**src/include/oam_pkg.sv**
```systemverilog
package oam_pkg;
  // Instruction word layout
  localparam int INSTR_W   = 14;
  localparam int DATA_W    = 8;
  localparam int FADDR_W   = 7;
  localparam int DEST_BIT  = 7;
  // Opcode fields
  localparam logic [3:0] OPC_OR_LIT    = 4'h8;      // 11 1000 kkkk kkkk
  localparam logic [3:0] OPC_LOAD_LIT  = 4'hC;      // 11 00xx kkkk kkkk
  localparam logic [5:0] OPC_OR_FILE   = 6'h04;     // 00 0100 dfff ffff
  localparam logic [5:0] OPC_MOVE_FILE = 6'h08;     // 00 1000 dfff ffff
  localparam logic [1:0] CLASS_LIT     = 2'h3;
  localparam logic [1:0] CLASS_FILE    = 2'h0;
  // Reset values
  localparam logic [7:0] ACC_RESET     = 8'h00;
  localparam logic       ZERO_RESET    = 1'b0;
  // Quarter phases of one instruction cycle
  typedef enum logic [1:0] {
    OAM_Q1,
    OAM_Q2,
    OAM_Q3,
    OAM_Q4
  } oam_phase_e;
endpackage

```
**src/rtl/oam_exec.sv**
```systemverilog
`timescale 1ns/1ps
module oam_exec
  import oam_pkg::*;
(
  input  wire logic                        mclk,
  input  wire logic                        rst_b,
  input  wire logic                        instr_valid,
  input  wire logic [oam_pkg::INSTR_W-1:0] instr_word,
  input  wire logic [oam_pkg::DATA_W-1:0]  file_rdata,
  output logic      [oam_pkg::FADDR_W-1:0] file_addr,
  output logic                             file_rd,
  output logic      [oam_pkg::DATA_W-1:0]  file_wdata,
  output logic                             file_we,
  output logic      [oam_pkg::DATA_W-1:0]  acc,
  output logic                             zero_flag,
  output logic                             instr_done,
  output logic                             instr_illegal
);
  import oam_pkg::*;

  typedef enum logic [1:0] {
    OAM_OP_NONE,
    OAM_OP_OR_LIT,
    OAM_OP_LOAD_LIT,
    OAM_OP_FILE
  } oam_op_e;

  oam_phase_e               phase_q;
  oam_op_e                  op_q;
  logic                     or_sel_q;
  logic                     dest_q;
  logic [DATA_W-1:0]        lit_q;
  logic [DATA_W-1:0]        result_q;
  logic [DATA_W-1:0]        result_d;
  logic                     busy_q;
  oam_op_e                  op_d;
  logic                     or_sel_d;
  logic                     illegal_d;

  function automatic logic is_zero(input logic [DATA_W-1:0] v);
    is_zero = (v == '0);
  endfunction

  // Field decoders; the literal class shares its top bits with other literal ops
  function automatic logic is_or_lit(input logic [INSTR_W-1:0] w);
    is_or_lit = (w[INSTR_W-1 -: 2] == CLASS_LIT) && (w[DATA_W +: 4] == OPC_OR_LIT);
  endfunction

  function automatic logic is_load_lit(input logic [INSTR_W-1:0] w);
    is_load_lit = (w[INSTR_W-1 -: 4] == OPC_LOAD_LIT);
  endfunction

  function automatic logic is_or_file(input logic [INSTR_W-1:0] w);
    is_or_file = (w[INSTR_W-1 -: 6] == OPC_OR_FILE);
  endfunction

  function automatic logic is_move_file(input logic [INSTR_W-1:0] w);
    is_move_file = (w[INSTR_W-1 -: 6] == OPC_MOVE_FILE);
  endfunction

  // Phase counter; an instruction is accepted only at Q1 so each takes four clocks
  always_ff @(posedge mclk) begin
    if (!rst_b) begin
      phase_q <= OAM_Q1;
    end else begin
      case (phase_q)
        OAM_Q1:  phase_q <= OAM_Q2;
        OAM_Q2:  phase_q <= OAM_Q3;
        OAM_Q3:  phase_q <= OAM_Q4;
        OAM_Q4:  phase_q <= OAM_Q1;
        default: phase_q <= OAM_Q1;
      endcase
    end
  end

  // Classify the word as presented; only the Q1 edge keeps the outcome
  always_comb begin
    op_d      = OAM_OP_NONE;
    or_sel_d  = 1'b0;
    illegal_d = 1'b0;
    if (instr_valid) begin
      if (is_or_lit(instr_word)) begin
        op_d = OAM_OP_OR_LIT;
      end else if (is_load_lit(instr_word)) begin
        op_d = OAM_OP_LOAD_LIT;
      end else if (is_or_file(instr_word)) begin
        op_d     = OAM_OP_FILE;
        or_sel_d = 1'b1;
      end else if (is_move_file(instr_word)) begin
        op_d = OAM_OP_FILE;
      end else begin
        // Unknown words leave acc and zero_flag unchanged and write no file; the flag tells the sequencer
        illegal_d = 1'b1;
      end
    end
  end

  // Q1 decode: operation held for the whole instruction cycle
  always_ff @(posedge mclk) begin
    if (!rst_b) begin
      op_q     <= OAM_OP_NONE;
      or_sel_q <= 1'b0;
    end else if (phase_q == OAM_Q1) begin
      op_q     <= op_d;
      or_sel_q <= or_sel_d;
    end
  end

  // Q1 operand capture; fields are latched for literal ops too, unused there
  always_ff @(posedge mclk) begin
    if (!rst_b) begin
      lit_q     <= '0;
      file_addr <= '0;
      dest_q    <= 1'b0;
    end else if (phase_q == OAM_Q1) begin
      lit_q     <= instr_word[DATA_W-1:0];
      file_addr <= instr_word[FADDR_W-1:0];
      dest_q    <= instr_word[DEST_BIT];
    end
  end

  // Garbled words outside Q1 are ignored since only this edge samples them
  always_ff @(posedge mclk) begin
    if (!rst_b) begin
      busy_q        <= 1'b0;
      instr_illegal <= 1'b0;
    end else if (phase_q == OAM_Q1) begin
      busy_q        <= instr_valid;
      instr_illegal <= illegal_d;
    end
  end

  // Q2 file read strobe, standing through Q3 while file_rdata is taken
  always_ff @(posedge mclk) begin
    if (!rst_b) begin
      file_rd <= 1'b0;
    end else begin
      file_rd <= (phase_q == OAM_Q2) && (op_q == OAM_OP_FILE);
    end
  end

  // Q3 process data
  // The accumulator is read before its Q4 write, so OR sees the old value
  always_comb begin
    case (op_q)
      OAM_OP_OR_LIT:   result_d = acc | lit_q;
      OAM_OP_LOAD_LIT: result_d = lit_q;
      OAM_OP_FILE:     result_d = or_sel_q ? (acc | file_rdata) : file_rdata;
      default:         result_d = acc;
    endcase
  end

  // Result held so the Q4 write does not depend on file_rdata still standing
  always_ff @(posedge mclk) begin
    if (!rst_b) begin
      result_q <= '0;
    end else if (phase_q == OAM_Q3) begin
      result_q <= result_d;
    end
  end

  // Q4 write to destination
  always_ff @(posedge mclk) begin
    if (!rst_b) begin
      acc <= ACC_RESET;
    end else if (phase_q == OAM_Q4) begin
      case (op_q)
        OAM_OP_OR_LIT:   acc <= result_q;
        OAM_OP_LOAD_LIT: acc <= result_q;
        OAM_OP_FILE: begin
          if (!dest_q) begin
            acc <= result_q;
          end
        end
        default:         acc <= acc;
      endcase
    end
  end

  // Write strobe is one clock wide, in Q4 only
  always_ff @(posedge mclk) begin
    if (!rst_b) begin
      file_we <= 1'b0;
    end else begin
      file_we <= (phase_q == OAM_Q3) && (op_q == OAM_OP_FILE) && dest_q;
    end
  end

  // Data comes with the strobe and holds until the next instruction's Q3
  always_ff @(posedge mclk) begin
    if (!rst_b) begin
      file_wdata <= '0;
    end else if (phase_q == OAM_Q3) begin
      file_wdata <= result_d;
    end
  end

  // Load-literal leaves the zero flag alone
  always_ff @(posedge mclk) begin
    if (!rst_b) begin
      zero_flag <= ZERO_RESET;
    end else if (phase_q == OAM_Q4) begin
      if (op_q == OAM_OP_OR_LIT || op_q == OAM_OP_FILE) begin
        zero_flag <= is_zero(result_q);
      end
    end
  end

  // Every accepted word completes, illegal ones too, so the cadence never breaks
  always_ff @(posedge mclk) begin
    if (!rst_b) begin
      instr_done <= 1'b0;
    end else begin
      instr_done <= (phase_q == OAM_Q4) && busy_q;
    end
  end
endmodule

```
**config.mk**
```make
export PLATFORM = sky130hd
export DESIGN_NAME = oam_exec
export DESIGN_NICKNAME = d
export VERILOG_FILES = /design/src/include/oam_pkg.sv /design/src/rtl/oam_exec.sv
export SDC_FILE = /design/constraint.sdc
export NUM_CORES = 1
export LEC_CHECK = 0
export BUFFER_PORTS_ARGS = -buffer_cell sky130_fd_sc_hd__buf_4
export CAP_MARGIN = 30
export CORE_ASPECT_RATIO = 0.75
export CORE_UTILIZATION = 40
export CTS_CLUSTER_DIAMETER = 150
export DETAILED_ROUTE_END_ITERATION = 7
export PLACE_DENSITY = 0.67
export SLEW_MARGIN = 10
export SYNTH_ARGS = -nofsm -noshare
export SYNTH_HDL_FRONTEND = slang
export SYNTH_SLANG_ARGS = --single-unit
```
**constraint.sdc**
```tcl
create_clock -name mclk -period 1.4 [get_ports mclk]
set_input_delay 0.21 -clock mclk [delete_from_list [all_inputs] [get_ports mclk]]
set_output_delay 0.21 -clock mclk [all_outputs]
set_load 0.01 [all_outputs]
```
==> impl_table.tex, run 1 <==
\begin{tabular}{lr}
\hline
Metric & Value \\
\hline
\multicolumn{2}{l}{\textbf{Global route}} \\
\quad Antenna violations before repair & 0 \\
\quad Pin count of the biggest net entering global routing & 22 \\
\quad Via count of the first global-routing pass & 1514 \\
\quad Grt total ovfl & 0 \\
\quad First-pass GRT wire length & 7.21 mm \\
\quad Combined global-route utilization of all metal layers & 20.4\% \\
\multicolumn{2}{l}{\textbf{Worst setup path}} \\
\quad Required @ worst endpoint & 1.57 ns \\
\quad Critical Path Start Type & flip-flop \\
\quad Top delay family on crit path & flip-flops \\
\quad Largest fanout of any net on the critical path & 8 \\
\quad Reg-to-reg startpoint & op\_q[1] \\
\quad Library cell contributing the largest single delay on the critical path & dfxtp\_4 \\
\quad Critical path origin & op\_q[1] \\
\quad Critical path buffers and inverters & 2 \\
\quad Start-to-end type of the worst setup path & reg -> reg \\
\quad Cell breakdown of the critical path & inv\_4, ha\_4, nor2b\_4, o21ai\_4, buf\_12, mux2i\_1, nor2b\_1 \\
\quad Critical Path End Type & flip-flop \\
\quad Peak per-stage delay on the critical path & 0.39 ns \\
\quad Crit path arrival time & 1.60 ns \\
\multicolumn{2}{l}{\textbf{Logic synthesis}} \\
\quad Post-synthesis instance area & 1750 um2 \\
\quad Register area share after synthesis & 40.1\% \\
\quad Leading cell types by total area after synthesis & dfxtp\_1, mux2i\_1, nor2b\_1, ha\_1, nand3\_1 \\
\quad Number of enable flip-flop cells after synthesis & 0 \\
\quad Cells after Synth & 197 \\
\quad Area fraction of the dominant cell type after synthesis & 40.1\% \\
\quad Post-synth cell types & 33 \\
\quad Most area-hungry cell type in the Yosys netlist & dfxtp\_1 \\
\quad Most numerous cell types in the synthesized netlist & dfxtp\_1, nand3\_1, nor2b\_1 \\
\quad Synth Area per Inst & 8.87 um2 \\
\quad Nets in the synthesized netlist & 230 \\
\quad Count leader, synth & dfxtp\_1 \\
\quad Share of synthesized flip-flops with an asynchronous set or reset & 0\% \\
\quad Synth warn & 0 \\
\quad Flop and latch count out of synthesis & 35 \\
\quad Most frequently used flop master after synthesis & dfxtp\_1 \\
\multicolumn{2}{l}{\textbf{Timing}} \\
\quad Final setup fails & 6 \\
\quad Setup repair after global routing missed its margin & true \\
\quad Setup ws final & -0.0247 ns \\
\quad Final hold violations & 0 \\
\quad Normalized max-slew margin & 71.8\% \\
\quad Final number of max-transition violations & 0 \\
\quad Worst clock skew & 0.0109 ns \\
\quad Final cycle utilization of the critical path & 102\% \\
\quad Actual slew at the worst max-slew pin & 0.422 ns \\
\quad Maximum clock frequency & 702 MHz \\
\quad Min Clock Period, post-route & 1.42 ns \\
\multicolumn{2}{l}{\textbf{Routing}} \\
\quad Aggregate routed wire length & 4.44 mm \\
\quad DR DRC count & 0 \\
\quad Routed WL per cell & 13.7 um \\
\quad Final ANT Viol Nets & 0 \\
\quad Vias per Instance & 5.12 \\
\quad Vias & 1663 \\
\quad Initial DRC count & 85 \\
\quad Drt pass-1 iters & 4 \\
\multicolumn{2}{l}{\textbf{Clocking}} \\
\quad Clock tree from TritonCTS & built \\
\quad Clock slew at the register clock pins of the worst setup and hold paths & 0.07 ns \\
\quad Htree depth & 2 \\
\quad CTS Sinks & 35 \\
\quad CTS buffer count & 5 \\
\quad Clock tree root driver cell & clkbuf\_8 \\
\quad Clock buffer depth & 2 \\
\quad Clk\_lat worst skew & 0.29 ns \\
\multicolumn{2}{l}{\textbf{Placement}} \\
\quad Port Buffer Count & 52 \\
\quad Final Wtd Congestion & 0.803 \\
\quad Post-detail-place hpwl & 3.36 mm \\
\quad Post-detailed-placement cell area & 2380 um2 \\
\multicolumn{2}{l}{\textbf{Floorplanning}} \\
\quad Area inside the core boundary & 4130 um2 \\
\quad I/O pin count & 53 \\
\quad Die width & 78.3 um \\
\quad Full die area & 4640 um2 \\
\quad Starting utilization of the core area & 42.3\% \\
\quad Std cell rows & 20 \\
\quad Floorplan die height & 59.3 um \\
\multicolumn{2}{l}{\textbf{Final layout}} \\
\quad Share of cells above drive strength 1 & 36.3\% \\
\quad Area growth from synthesis to layout & 45.0\% \\
\quad Total Nets Final & 302 \\
\quad Final standard cell area without fillers & 2530 um2 \\
\quad Final design utilization & 61.4\% \\
\quad Antenna diode count & 0 \\
\quad Count of fill cells added during filler insertion & 395 \\
\multicolumn{2}{l}{\textbf{Power and ir drop}} \\
\quad Static leakage power & 1.22 nW \\
\quad Worst ir drop on vdd & 0.000711 V \\
\quad Power density cells & 1080 nW/um2 \\
\multicolumn{2}{l}{\textbf{Run status}} \\
\quad Result of the run & finished with violations \\
\quad Violated checks & negative setup slack \\
\multicolumn{2}{l}{\textbf{Flow run}} \\
\quad Number of max-cap violations & 0 \\
\multicolumn{2}{l}{\textbf{Hold path}} \\
\quad Worst hold-check path type & in -> reg \\
\quad Beginning of the worst hold path & instr\_word[0] \\
\hline
\end{tabular}
kinds of logic after synthesis:
group | count (synthesis) | synth area share [%]
muxes | 17 | 9.73
xor gates and xnor gates | 1 | 0.501
AOI/OAI and AO/OA | 36 | 13.2
adders and majority gates | 8 | 5.73
buffers and inverters | 19 | 4.22
DFF | 35 | 40.1
and+or+nand+nor | 81 | 26.6
cells in the final DEF, fill, tap and decap left out, types with 2 or more instances in the layout:
cell,n
buf_4,77
dfxtp_1,33
nand3_1,19
mux2i_1,17
nor2b_1,17
a21oi_1,16
nand2_1,11
nand2b_1,9
o211ai_1,8
nand3b_1,8
ha_1,5
clkbuf_8,5
inv_1,4
nor2_1,3
and2_1,2
a31oi_1,2
a32o_1,2
and3_1,2
nand4_1,2
ha_4,2
dfxtp_4,2
flip-flops by register name (all words and copies together) (netlist names):
| signal | cells |
|---|---|
| file_rd | 1 |
| zero_flag | 1 |
| op_q | 2 |
| instr_done | 1 |
| file_we | 1 |
| instr_illegal | 1 |
| dest_q | 1 |
| busy_q | 1 |
| phase_q | 2 |
| acc | 8 |
| lit_q | 1 |
| file_wdata | 8 |
| or_sel_q | 1 |
| file_addr | 6 |
final cells by class:
class / count / area, um2 / area share, %
inverter: 6 / 25.0 / 0.988
multi-input combinational: 143 / 1020 / 40.3
sequential: 35 / 708 / 28.0
timing repair buffer: 78 / 598 / 23.6
tap: 55 / 68.8 / 2.72
clock buffer: 5 / 68.8 / 2.72
clock inverter: 3 / 43.8 / 1.73
worst reg2reg max path, stage by stage (launching register included):
cell     delay (ns)
dfxtp_4        0.39
inv_4          0.05
ha_4           0.22
nor2b_4        0.12
o21ai_4        0.13
buf_12         0.15
mux2i_1        0.19
nor2b_1        0.06
power by group:
part	internal, mW	switching (mW)
Clock	0.530	0.383
Sequential	1.07	0.0655
Combinational	0.370	0.318
Total	1.97	0.767
routing by layer:
metal,global-route usage [%],wire [um],up-vias
met4,5.56,14,0
met3,5.85,235,2
li1,-,-,839
met2,31.5,1910,45
met5,0,0,-
met1,28.2,2280,777
stage by stage:
stage	hold WS (ns)	std cells	setup WS, ns	TNS, ns	power (mW)
3_5_place_dp	0.455	316	-0.103	-0.677	1.84
2_1_floorplan	0.370	197	-0.0374	-0.299	1.55
5_1_grt	0.188	325	-0.108	-0.636	2.89
3_3_place_gp	0.453	316	-0.0370	-0.268	1.83
6_report	0.179	325	-0.0247	-0.0831	2.74
4_1_cts	0.172	325	-0.0123	-0.0259	2.76
what timing repair did:
action / in CTS / in global routing
pin swaps: 1 / 0
endpoints found under the hold margin: 0 / 0
setup buffers: 1 / 0
resized for setup: 3 / 6
hold buffers: 0 / 0
endpoints found under the setup margin: 8 / 14
final timing paths:
| check | endpoint | slack (ns) | cells after the start |
|---|---|---|---|
| max reg2reg | acc[2] | -0.02 | 7 |
| min | file_addr[0] | 0.18 | 3 |
| max | acc[2] | -0.02 | 7 |
| min reg2reg | zero_flag | 0.46 | 2 |
No activity file was read; power rests on OpenSTA's default activity.
==> inputs of run 2 (changes only) <==
--- a/config.mk
+++ b/config.mk
@@ -12,7 +12,6 @@
 export CTS_CLUSTER_DIAMETER = 150
 export DETAILED_ROUTE_END_ITERATION = 7
 export PLACE_DENSITY = 0.67
-export SLEW_MARGIN = 10
 export SYNTH_ARGS = -nofsm -noshare
 export SYNTH_HDL_FRONTEND = slang
 export SYNTH_SLANG_ARGS = --single-unit
==> constraint.sdc (replaced) <==
create_clock -name mclk -period 1.2 [get_ports mclk]
set_input_delay 0.18 -clock mclk [delete_from_list [all_inputs] [get_ports mclk]]
set_output_delay 0.18 -clock mclk [all_outputs]
set_load 0.01 [all_outputs]
==> run 2 against run 1 <==
Net effect:
- largest cell class unchanged
- highest routed layer unchanged
- critical path type unchanged
- sequential cell count unchanged
- sequential share of layout area about the same
- the flow still finishes with violations (negative setup slack)
- count of clock-buffer cells in the layout rose by 3
- clock power is 4.3% higher
- largest power group unchanged
- via count shrank 2.0%
- clock skew down 0.0073 ns
- total power increased by 15%
- first-iteration DRC count shrank 39%
- core utilization up 0.12 points
- final cell count down 0.62%
- final area rose by 0.20%
==> impl_table.tex, run 2 (same netlist as run 1, synthesis figures left out) <==
\begin{tabular}{lr}
\hline
Metric & Value \\
\hline
\multicolumn{2}{l}{\textbf{Run status}} \\
\quad Result of the run & finished with violations \\
\quad Violated checks & negative setup slack \\
\multicolumn{2}{l}{\textbf{Timing}} \\
\quad Min Clock Period, post-route & 1.40 ns (-0.0237 ns) \\
\quad Actual slew at the worst max-slew pin & 0.373 ns (-0.0493 ns) \\
\quad Final cycle utilization of the critical path & 117\% (+15 points) \\
\quad Setup ws final & -0.201 ns (-0.176 ns) \\
\quad Worst clock skew & 0.00352 ns (-0.00735 ns) \\
\quad Maximum clock frequency & 714 MHz (+1.7\%) \\
\quad Final hold violations & 0 (unchanged) \\
\quad Setup repair after global routing missed its margin & true \\
\quad Final number of max-transition violations & 0 (unchanged) \\
\quad Normalized max-slew margin & 75.1\% (+3.3 points) \\
\quad Final setup fails & 17 (+11) \\
\multicolumn{2}{l}{\textbf{Clocking}} \\
\quad Clk\_lat worst skew & 0.29 ns (about the same) \\
\quad Clock slew at the register clock pins of the worst setup and hold paths & 0.07 ns (about the same) \\
\quad Htree depth & 2 (unchanged) \\
\quad Clock tree from TritonCTS & built \\
\quad CTS Sinks & 35 (unchanged) \\
\quad CTS buffer count & 5 (unchanged) \\
\quad Clock tree root driver cell & clkbuf\_8 \\
\quad Clock buffer depth & 2 (unchanged) \\
\multicolumn{2}{l}{\textbf{Placement}} \\
\quad Port Buffer Count & 52 (unchanged) \\
\quad Placed insts & 314 (-0.63\%) \\
\quad Post-detailed-placement cell area & 2370 um2 (-0.11\%) \\
\quad Post-detail-place hpwl & 3.33 mm (-0.77\%) \\
\quad Final Wtd Congestion & 0.782 (-2.6\%) \\
\multicolumn{2}{l}{\textbf{Worst setup path}} \\
\quad Library cell contributing the largest single delay on the critical path & dfxtp\_4 \\
\quad Peak per-stage delay on the critical path & 0.37 ns (-0.02 ns) \\
\quad Crit path arrival time & 1.59 ns (about the same) \\
\quad Reg-to-reg startpoint & op\_q[0] \\
\quad Largest fanout of any net on the critical path & 8 (unchanged) \\
\quad Critical Path End Type & flip-flop \\
\quad Required @ worst endpoint & 1.39 ns (-0.18 ns) \\
\quad Cell breakdown of the critical path & ha\_4, nor2b\_2, o21ai\_4, buf\_12, mux2i\_1, nor2b\_1 \\
\quad Critical path origin & op\_q[0] \\
\quad Critical Path Start Type & flip-flop \\
\quad Start-to-end type of the worst setup path & reg -> reg \\
\multicolumn{2}{l}{\textbf{Routing}} \\
\quad Wire length on met1 & 2.23 mm (-2.2\%) \\
\quad Vias & 1629 (-2.0\%) \\
\quad Top layer reached by signal wires & met4 \\
\quad Initial DRC count & 52 (-39\%) \\
\quad Drt pass-1 iters & 4 (unchanged) \\
\quad Met2 WL & 1.91 mm (about the same) \\
\quad Routed WL per cell & 13.9 um (+1.6\%) \\
\quad DR DRC count & 0 (unchanged) \\
\quad Final ANT Viol Nets & 0 (unchanged) \\
\quad Vias per Instance & 5.04 (-1.4\%) \\
\quad Aggregate routed wire length & 4.48 mm (+0.99\%) \\
\quad Routed wl met3 & 251 um (+6.8\%) \\
\multicolumn{2}{l}{\textbf{Global route}} \\
\quad Grt total ovfl & 0 (unchanged) \\
\quad First-pass GRT wire length & 7.60 mm (+5.4\%) \\
\quad Combined global-route utilization of all metal layers & 22.1\% (+1.7 points) \\
\quad Antenna violations before repair & 0 (unchanged) \\
\quad Via count of the first global-routing pass & 1531 (+1.1\%) \\
\quad Pin count of the biggest net entering global routing & 20 (-9.1\%) \\
\multicolumn{2}{l}{\textbf{Final layout}} \\
\quad Share of cells above drive strength 1 & 37.7\% (+1.4 points) \\
\quad Antenna diode count & 0 (unchanged) \\
\quad Total Nets Final & 300 (-0.66\%) \\
\quad Count of fill cells added during filler insertion & 378 (-4.3\%) \\
\quad Area growth from synthesis to layout & 45.2\% \\
\quad Final standard cell area without fillers & 2540 um2 (+0.20\%) \\
\quad Biggest regs & acc x8, file\_wdata x8, file\_addr x6 \\
\quad Post-route insts no fill & 323 (-0.62\%) \\
\quad Leading cell type in the layout, fill and taps excluded & buf\_4 \\
\quad Commonest cells after routing, fill and taps aside & buf\_4, dfxtp\_1, nand3\_1 \\
\multicolumn{2}{l}{\textbf{Floorplanning}} \\
\quad Floorplan die height & 59.3 um (unchanged) \\
\quad Area inside the core boundary & 4130 um2 (unchanged) \\
\quad Std cell rows & 20 (unchanged) \\
\quad Full die area & 4640 um2 (unchanged) \\
\quad I/O pin count & 53 (unchanged) \\
\quad Die width & 78.3 um (unchanged) \\
\quad Starting utilization of the core area & 42.3\% (unchanged) \\
\multicolumn{2}{l}{\textbf{Power and ir drop}} \\
\quad Power density cells & 1240 nW/um2 (+15\%) \\
\quad Worst ir drop on vdd & 0.000688 V (-3.3\%) \\
\quad Static leakage power & 1.22 nW (-0.57\%) \\
\multicolumn{2}{l}{\textbf{Hold path}} \\
\quad Worst hold-check path type & in -> reg \\
\quad Beginning of the worst hold path & instr\_word[1] \\
\multicolumn{2}{l}{\textbf{Flow run}} \\
\quad Number of max-cap violations & 0 (unchanged) \\
\hline
\end{tabular}
[run 2: timing repair]
action / in CTS / in global routing
pin swaps: 1 / 1
gates resized for setup: 8 / 6
hold buffers: 0 / 0
setup endpoints to repair: 28 / 22
setup buffers: 1 / 0
[run 2: area by class of cell]
cell class / count / area [um2] / area share, %
clock buffer: 8 / 100 / 3.94
inverter: 6 / 27.5 / 1.08
multi-input combinational: 143 / 1040 / 41.2
sequential: 35 / 711 / 28.0
tap: 55 / 68.8 / 2.71
timing repair buffer: 76 / 587 / 23.1
[run 2: worst paths after layout]
check                  to  slack, ns  cells past startpoint
max                acc[4]      -0.20                      6
min          file_addr[1]       0.15                      3
max reg2reg        acc[4]      -0.20                      6
min reg2reg     zero_flag       0.47                      2
[run 2: power by group]
part / switching (mW) / leakage (nW) / internal, mW
registers: 0.0787 / 0.287 / 1.25
logic: 0.396 / 0.878 / 0.481
clock network: 0.429 / 0.0515 / 0.524
total: 0.903 / 1.22 / 2.26
[run 2: per-stage QoR]
step | util, % | total power, mW | hold slack, ns | setup WS (ns) | TNS [ns]
CTS | 61.1 | 3.17 | 0.145 | -0.213 | -3.05
finish | 61.5 | 3.16 | 0.148 | -0.201 | -2.84
global placement | 57.5 | 2.16 | 0.439 | -0.213 | -3.02
detailed placement | 57.5 | 2.18 | 0.448 | -0.246 | -3.87
global route | 61.5 | 3.33 | 0.150 | -0.288 | -4.35
floorplan | - | 1.85 | 0.339 | -0.216 | -1.99
[run 2: per-layer routing]
metal	up-vias	global-route usage, %
li1	831	-
met4	0	11.9
met3	10	5.85
met2	48	32.7
met5	-	0
met1	740	29.6
[run 2: worst max-delay path: cells and delay by family (launching register included)]
| family | cells | cell delay, ns |
|---|---|---|
| flops | 1 | 0.37 |
| fa+ha+maj | 1 | 0.19 |
| compound gates | 1 | 0.16 |
| simple gates | 2 | 0.24 |
| mux | 1 | 0.19 |
| buf+inv | 1 | 0.15 |
